[src/irq_defs.svh]
// How it works
// - enable-2 holds eight source enables, oscfail first
// - one enables source, zero blocks; peripheral enable also needed
// - enable-4 bits 7..4: pwm 4..1 time-base enables
// - enable-4 bits 3..0: pwm 4..1 shutdown enables
// - request-1 holds eight flags, timer1 gate first
// - serial rx and tx flags read-only, rest writable
// - flag reads one while pending, else zero
// - flag sets regardless of enables
// - all enables and flags reset to zero
// - timer2 flag marks timer2 period match
// - global enable gates the core interrupt request, not the block irq
// - peripheral enable gates peripheral interrupts
`ifndef IRQ_DEFS_SVH
`define IRQ_DEFS_SVH

// -----------------------------------------------------------------
// register byte offsets
// -----------------------------------------------------------------
`define OFF_CORE_CTL 8'h00
`define OFF_ENABLE_2 8'h04
`define OFF_ENABLE_4 8'h08
`define OFF_REQUEST_1 8'h0c
`define OFF_IRQ_STATUS 8'h10
`define OFF_IRQ_MASK 8'h14

// -----------------------------------------------------------------
// field positions and reset values
// -----------------------------------------------------------------
`define GLOBAL_EN_BIT 7
`define PERIPH_EN_BIT 6
`define RX_FLAG_BIT 5
`define TX_FLAG_BIT 4
`define T2_FLAG_BIT 1
`define T1OVF_FLAG_BIT 0
`define REQ1_RO_MASK 8'h30
`define REG8_RESET 8'h00
`define STAT_RESET 3'h0
`define STAT_FLAG_NEW 0
`define STAT_RO_WRITE 1
`define STAT_BAD_ADDR 2

`endif

[src/irq_pkg.sv]
package irq_pkg;

   // one bit per request-1 source, in register order
   typedef struct packed {
      logic timer1_gate;
      logic adc_done;
      logic serial_rx;
      logic serial_tx;
      logic sync_serial;
      logic capcmp1;
      logic timer2_match;
      logic timer1_overflow;
   } req1_src_t;

   // control bits of the core control register
   typedef struct packed {
      logic global_irq_en;
      logic periph_irq_en;
   } core_ctl_t;

endpackage

[src/irq_flag_bank.sv]
`timescale 1ns/10ps
`include "irq_defs.svh"
module irq_flag_bank #(
   parameter logic [7:0] HW_MASK = `REQ1_RO_MASK
) (
   input wire logic core_clk,
   input wire logic rst,
   input wire logic [7:0] src,
   input wire logic wr_en,
   input wire logic [7:0] wr_data,
   output logic [7:0] flags_q
);

   // -----------------------------------------------------------------
   // one flag per bit
   // -----------------------------------------------------------------
   wire logic [7:0] flags_d;

   genvar i;
   generate
      for (i = 0; i < 8; i++) begin : g_flag
         if (HW_MASK[i]) begin : g_ro
            // read-only flag mirrors its source level
            assign flags_d[i] = src[i];
         end else begin : g_rw
            // source pulse sets; a write in the same cycle loses
            assign flags_d[i] = src[i]
                                | (wr_en ? wr_data[i] : flags_q[i]);
         end
      end
   endgenerate

   // one register for the whole bank, cleared on reset
   always_ff @(posedge core_clk) begin
      if (rst) begin
         flags_q <= `REG8_RESET;
      end else begin
         flags_q <= flags_d;
      end
   end

endmodule // irq_flag_bank

[src/periph_irq_ctrl.sv]
`timescale 1ns/10ps
`include "irq_defs.svh"
module periph_irq_ctrl
   import irq_pkg::*;
(
   input wire logic core_clk,
   input wire logic rst,
   // apb slave
   input wire logic psel,
   input wire logic penable,
   input wire logic pwrite,
   input wire logic [7:0] paddr,
   input wire logic [31:0] pwdata,
   output logic [31:0] prdata,
   output logic pready,
   output logic pslverr,
   // request-1 sources: pulses, serial bits are levels
   input wire req1_src_t req1_src,
   // enables and flags held by neighbouring registers
   input wire logic [7:0] enable_1,
   input wire logic [7:0] request_2,
   input wire logic [7:0] request_4,
   // enables to neighbours and request to the core
   output logic [7:0] enable_2,
   output logic [7:0] enable_4,
   output logic [7:0] request_1,
   output logic core_irq_req,
   output logic irq
);

   // -----------------------------------------------------------------
   // state
   // -----------------------------------------------------------------
   core_ctl_t core_ctl_q;
   logic [7:0] enable_2_q;
   logic [7:0] enable_4_q;
   logic [7:0] request_1_q;
   logic [7:0] request_1_prev_q;
   logic [2:0] status_q;
   logic [2:0] mask_q;
   logic [31:0] prdata_q;
   logic core_irq_req_q;
   logic irq_q;

   // -----------------------------------------------------------------
   // bus decode
   // -----------------------------------------------------------------
   logic setup_ph;
   logic access_ph;
   logic wr_acc;
   logic addr_ok;
   logic hit_ctl;
   logic hit_en2;
   logic hit_en4;
   logic hit_req1;
   logic hit_stat;
   logic hit_mask;

   // address compare against each register
   assign hit_ctl = (paddr == `OFF_CORE_CTL);
   assign hit_en2 = (paddr == `OFF_ENABLE_2);
   assign hit_en4 = (paddr == `OFF_ENABLE_4);
   assign hit_req1 = (paddr == `OFF_REQUEST_1);
   assign hit_stat = (paddr == `OFF_IRQ_STATUS);
   assign hit_mask = (paddr == `OFF_IRQ_MASK);
   assign addr_ok = hit_ctl | hit_en2 | hit_en4 | hit_req1 | hit_stat
                    | hit_mask;

   // zero wait states; error on unmapped address
   assign setup_ph = psel & ~penable;
   assign access_ph = psel & penable;
   assign wr_acc = access_ph & pwrite & addr_ok;
   assign pready = access_ph;
   assign pslverr = access_ph & ~addr_ok;

   // -----------------------------------------------------------------
   // read data, captured in the setup phase
   // -----------------------------------------------------------------
   always_ff @(posedge core_clk) begin
      if (rst) begin
         prdata_q <= 32'h0000_0000;
      end else if (setup_ph & ~pwrite) begin
         case (1'b1)
            hit_ctl: prdata_q <= {24'h00_0000, core_ctl_q, 6'h00};
            hit_en2: prdata_q <= {24'h00_0000, enable_2_q};
            hit_en4: prdata_q <= {24'h00_0000, enable_4_q};
            hit_req1: prdata_q <= {24'h00_0000, request_1_q};
            hit_stat: prdata_q <= {29'h0000_0000, status_q};
            hit_mask: prdata_q <= {29'h0000_0000, mask_q};
            default: prdata_q <= 32'h0000_0000;
         endcase
      end
   end
   assign prdata = prdata_q;

   // -----------------------------------------------------------------
   // core control: global and peripheral enables
   // -----------------------------------------------------------------
   always_ff @(posedge core_clk) begin
      if (rst) begin
         core_ctl_q <= 2'h0;
      end else if (wr_acc & hit_ctl) begin
         core_ctl_q.global_irq_en <= pwdata[`GLOBAL_EN_BIT];
         core_ctl_q.periph_irq_en <= pwdata[`PERIPH_EN_BIT];
      end
   end

   // -----------------------------------------------------------------
   // enable registers
   // -----------------------------------------------------------------
   // bit 7 osc fail down to bit 0 capture/compare 2
   always_ff @(posedge core_clk) begin
      if (rst) begin
         enable_2_q <= `REG8_RESET;
      end else if (wr_acc & hit_en2) begin
         enable_2_q <= pwdata[7:0];
      end
   end

   // time-base enables high nibble, shutdown enables low nibble
   always_ff @(posedge core_clk) begin
      if (rst) begin
         enable_4_q <= `REG8_RESET;
      end else if (wr_acc & hit_en4) begin
         enable_4_q[7:4] <= pwdata[7:4];
         enable_4_q[3:0] <= pwdata[3:0];
      end
   end
   assign enable_2 = enable_2_q;
   assign enable_4 = enable_4_q;

   // -----------------------------------------------------------------
   // request-1 flags
   // -----------------------------------------------------------------
   // serial bits follow their sources, others set by pulses
   irq_flag_bank #(
      .HW_MASK(`REQ1_RO_MASK)
   ) u_req1 (
      .core_clk(core_clk),
      .rst(rst),
      .src(req1_src),
      .wr_en(wr_acc & hit_req1),
      .wr_data(pwdata[7:0]),
      .flags_q(request_1_q)
   );
   assign request_1 = request_1_q;

   // -----------------------------------------------------------------
   // request to the core
   // -----------------------------------------------------------------
   logic periph_pending;

   // any flag whose own enable is set
   assign periph_pending = |(request_1_q & enable_1)
                           | |(request_2 & enable_2_q)
                           | |(request_4 & enable_4_q);

   // gated by peripheral and global enables
   always_ff @(posedge core_clk) begin
      if (rst) begin
         core_irq_req_q <= 1'b0;
      end else begin
         core_irq_req_q <= periph_pending
                           & core_ctl_q.periph_irq_en
                           & core_ctl_q.global_irq_en;
      end
   end
   assign core_irq_req = core_irq_req_q;

   // -----------------------------------------------------------------
   // block interrupt: sticky status, mask, level output
   // -----------------------------------------------------------------
   logic [2:0] stat_evt;

   // events: new flag, write to read-only flag, bad address
   always_ff @(posedge core_clk) begin
      if (rst) begin
         request_1_prev_q <= `REG8_RESET;
      end else begin
         request_1_prev_q <= request_1_q;
      end
   end
   assign stat_evt[`STAT_FLAG_NEW] = |(request_1_q & ~request_1_prev_q);
   assign stat_evt[`STAT_RO_WRITE] = wr_acc & hit_req1
                                     & |(pwdata[7:0] & `REQ1_RO_MASK);
   assign stat_evt[`STAT_BAD_ADDR] = pslverr;

   // write one to clear; a new event wins
   always_ff @(posedge core_clk) begin
      if (rst) begin
         status_q <= `STAT_RESET;
      end else if (wr_acc & hit_stat) begin
         status_q <= (status_q & ~pwdata[2:0]) | stat_evt;
      end else begin
         status_q <= status_q | stat_evt;
      end
   end

   // mask, one enables the status bit onto irq
   always_ff @(posedge core_clk) begin
      if (rst) begin
         mask_q <= `STAT_RESET;
      end else if (wr_acc & hit_mask) begin
         mask_q <= pwdata[2:0];
      end
   end

   // registered level interrupt
   always_ff @(posedge core_clk) begin
      if (rst) begin
         irq_q <= 1'b0;
      end else begin
         irq_q <= |(status_q & mask_q);
      end
   end
   assign irq = irq_q;
endmodule // periph_irq_ctrl

[config.mk]
export PLATFORM = sky130hd
export DESIGN_NAME = periph_irq_ctrl
export DESIGN_NICKNAME = d
export VERILOG_FILES = /design/src/irq_pkg.sv /design/src/irq_flag_bank.sv /design/src/periph_irq_ctrl.sv
export VERILOG_INCLUDE_DIRS = /design/src
export SDC_FILE = /design/constraint.sdc
export NUM_CORES = 1
export LEC_CHECK = 0
export BUFFER_PORTS_ARGS = -buffer_cell sky130_fd_sc_hd__buf_4
export CORE_UTILIZATION = 45
export DETAILED_ROUTE_END_ITERATION = 12
export PLACE_DENSITY = 0.81
export SYNTH_ARGS = -nofsm -noshare
export SYNTH_HDL_FRONTEND = slang
export SYNTH_SLANG_ARGS = --single-unit
[constraint.sdc]
create_clock -name core_clk -period 2.4 [get_ports core_clk]
set_clock_uncertainty 0.15 [all_clocks]
set_input_delay 0.24 -clock core_clk [delete_from_list [all_inputs] [get_ports core_clk]]
set_output_delay 0.24 -clock core_clk [all_outputs]
set_load 0.02 [all_outputs]
==> results.py <==
metrics = {
    "sta": {
        "slew_viol_final": 0,
        "slew_headroom_pct": 50.2,
        "rsz0062_at_grt": "false",
        "min_period_over_period_pct": 80.9,
        "max_freq_ghz": 0.515,
        "hold_viol": 0,
        "tns_ns": 0,
        "worst_pin_slew_ns": 0.745,
        "period_needed_ns": 1.94,
        "setup_ws_ns": 0.458,
        "finalSetupViolCount": 0,
    },
    "drt": {
        "initialDrtViolationCount": 172,
        "drc": 0,
        "wirelength_um": 7090,
        "drt_first_pass_iters": 4,
        "vias": 2398,
        "routed_via_density": 5.39,
        "routedWlPerCell_um": 15.9,
        "ant_nets": 0,
    },
    "critical_path": {
        "worstPathCellList": "buf_4 -> or4_4 -> nor2_1 -> a21o_1 -> inv_1 -> buf_4",
        "crit_top_cell": "buf_4",
        "start_kind": "primary input",
        "required_ns": 2.01,
        "crit_fanout": 5,
        "cp-end-kind": "output pin",
        "cp_slowest_stage_delay_ns": 0.57,
        "cp_data_arrival_time_ns": 1.55,
        "critPathSlowestCell": "or4_4",
        "crit_type": "in -> out",
    },
    "power_and_ir_drop": {
        "power.density_nw_per_um2": 535,
        "power_leakage_nw": 1.53,
        "clockPowerShare_pct": 35.0,
        "swShare_pct": 26.6,
        "peakVddDrop_mv": 0.337,
        "internal_power_mw": 1.27,
        "power_frac_seq_pct": 50.2,
        "comb_power_share_pct": 14.7,
        "power_switching_uw": 461,
    },
    "clocking": {
        "h-tree-depth": 2,
        "clockBufferDepth": 2,
        "clock-root-buffer": "clkbuf_8",
        "cts.sinks": 50,
        "cts_made_buffers": 5,
        "postCtsSetupRepairBufs": 0,
        "cts_resized": 0,
        "clk_pin_slew_worst_paths_ns": 0.09,
        "cts_tree": "built",
        "clk_latency_ns": 0.30,
    },
    "final_layout": {
        "layout.nets": 451,
        "utilization_pct": 61.8,
        "final_cells": 445,
        "final_area_um2": 3240,
        "final_layout_size_suffix_gt1_share_pct": 28.5,
        "antenna_cells": 0,
        "syn_to_final_growth_pct": 29.5,
    },
    "synth": {
        "synth_top_area_cell": "dfxtp_1",
        "yosysWarningCount": 0,
        "synth_top_family_by_area": "simple AND/OR/NAND/NOR gates",
        "synth.most_common_cell": "dfxtp_1",
        "synth-edff-count": 0,
        "syn_area_um2": 2500,
        "async_reset_ff_share_pct": 0,
        "syn_inst": 292,
        "synthXorXnorAreaFrac_pct": 0,
        "synth-main-ff-cell": "dfxtp_1",
        "yosys.area_share.simple_pct": 19.9,
        "ys_ff_latch": 50,
        "synth_top_area_share_pct": 40.0,
        "synthTopCellsByArea": "dfxtp_1, mux2i_1, buf_4",
        "synth.distinct_cells": 36,
        "synth-seq-area-share_pct": 40.0,
        "syn_area_per_cell_um2": 8.56,
        "muxShareOfSynthArea_pct": 11.4,
        "synth_top_cells_by_count": "dfxtp_1, nor2_1, mux2i_1",
        "synth_compound_area_share_pct": 16.5,
        "synthAdderAreaFrac_pct": 0,
    },
    "placed_design": {
        "place_inst": 436,
        "gp_routability_congestion": 0.845,
        "portBuffers": 88,
        "dp_hpwl_um": 5170,
        "pre_cts_slack_ns": 0.230,
        "place_area_um2": 3120,
    },
    "global_route": {
        "grt_util_all_layers_pct": 24.5,
        "grt-ovfl-total": 0,
        "grt_pass1_vias": 2298,
        "antenna_found_initial": 0,
        "grt_pass1_wl_um": 11300,
        "grt_max_degree": 50,
    },
    "die": {
        "core_um2": 5240,
        "start_util_pct": 47.7,
        "io_pins": 137,
        "die_area_um2": 5860,
        "die_w_um": 76.5,
        "chipHeight_um": 76.5,
        "rows": 26,
    },
    "min_path": {
        "min_path_type": "in -> reg",
    },
    "outcome": {
        "status": "finished, final reports clean",
    },
    "flow_run": {
        "drv_cap": 0,
    },
}
==> worst paths after layout <==
check	startpoint	end	slack, ns	cells after the start
worst max-delay path	paddr[7]	pslverr	0.46	6
worst min-delay path	req1_src[4]	u_req1.flags_q[4]	0.009	2
worst max register to register	enable_4[7]	prdata[7]	0.83	4
worst min register to register	prdata[1]	prdata[1]	0.31	2
==> per-layer routing <==
layer  wire length [µm]  share of wire (%)  vias up  GRT usage, %
met5                  0                  0        -             0
met1               3030                 43     1114          30.5
met3                490                6.9       12          3.23
met2               3440                 49      126          42.3
met4                125                1.8        0          10.6
li1                   -                  -     1146             -
==> kinds of logic (layout without fill, tap and decap cells) <==
kind of cell,Yosys count,after routing
mux,28,28
simple gates,93,93
other cells,1,24
compound gates,64,64
flops,50,50
buf+inv,56,116
==> power groups by stage <==
stage,clock (mW),sequential (mW),combinational [mW]
after floorplan,0,0.894,0.155
after global placement,0,0.889,0.247
after detailed placement,0,0.889,0.251
after CTS,0.609,0.870,0.254
after global routing,0.640,0.873,0.278
final,0.607,0.870,0.255
==> sequential cells by signal (all words and copies together), names as in the netlist <==
register          count
core_irq_req          1
status_q              3
mask_q                3
enable_2              8
enable_4              8
prdata                8
core_ctl_q            2
irq                   1
request_1_prev_q      8
u_req1.flags_q        8
==> through the flow <==
stage	hold WS [ns]	power [mW]
floorplan	0.218	1.05
global placement	0.297	1.14
detailed placement	0.300	1.14
CTS	0.00209	1.73
global route	0.0158	1.79
finish	0.00938	1.73
==> what timing repair did <==
item | 4_1_cts | 5_1_grt
endpoints found under the setup margin | 0 | 0
endpoints found under the hold margin | 1 | 0
hold buffers | 1 | 0
==> worst max-delay path, delay by kind of cell <==
kind                   cells  cell delay [ns]
and+or+nand+nor            2             0.82
buffers and inverters      3             0.31
AOI/OAI and AO/OA          1             0.18
==> layout make-up <==
type                    instances  area, µm²
fillers                       433       2000
well taps                      70       87.6
repair buffers                 92        693
clock inverters                 3       43.8
inverters                      16       60.1
clock buffers                   5       68.8
multi-input cells             209       1280
flip-flops and latches         50       1000
==> cell usage in the layout, fill, tap and decap left out, types with 4 or more instances in the layout <==
cell      count
nand4_1       8
nor2b_1       7
buf_4        91
or4_1         4
a31oi_1       4
nand3_1       4
conb_1       24
a21oi_1      20
mux2i_1      25
nand3b_1      8
a22oi_1      15
nor2_1       30
nand2_1      18
clkbuf_8      5
dfxtp_1      50
o21ai_0       9
inv_1        16
Note: power is estimated with default switching activity, not from simulation.
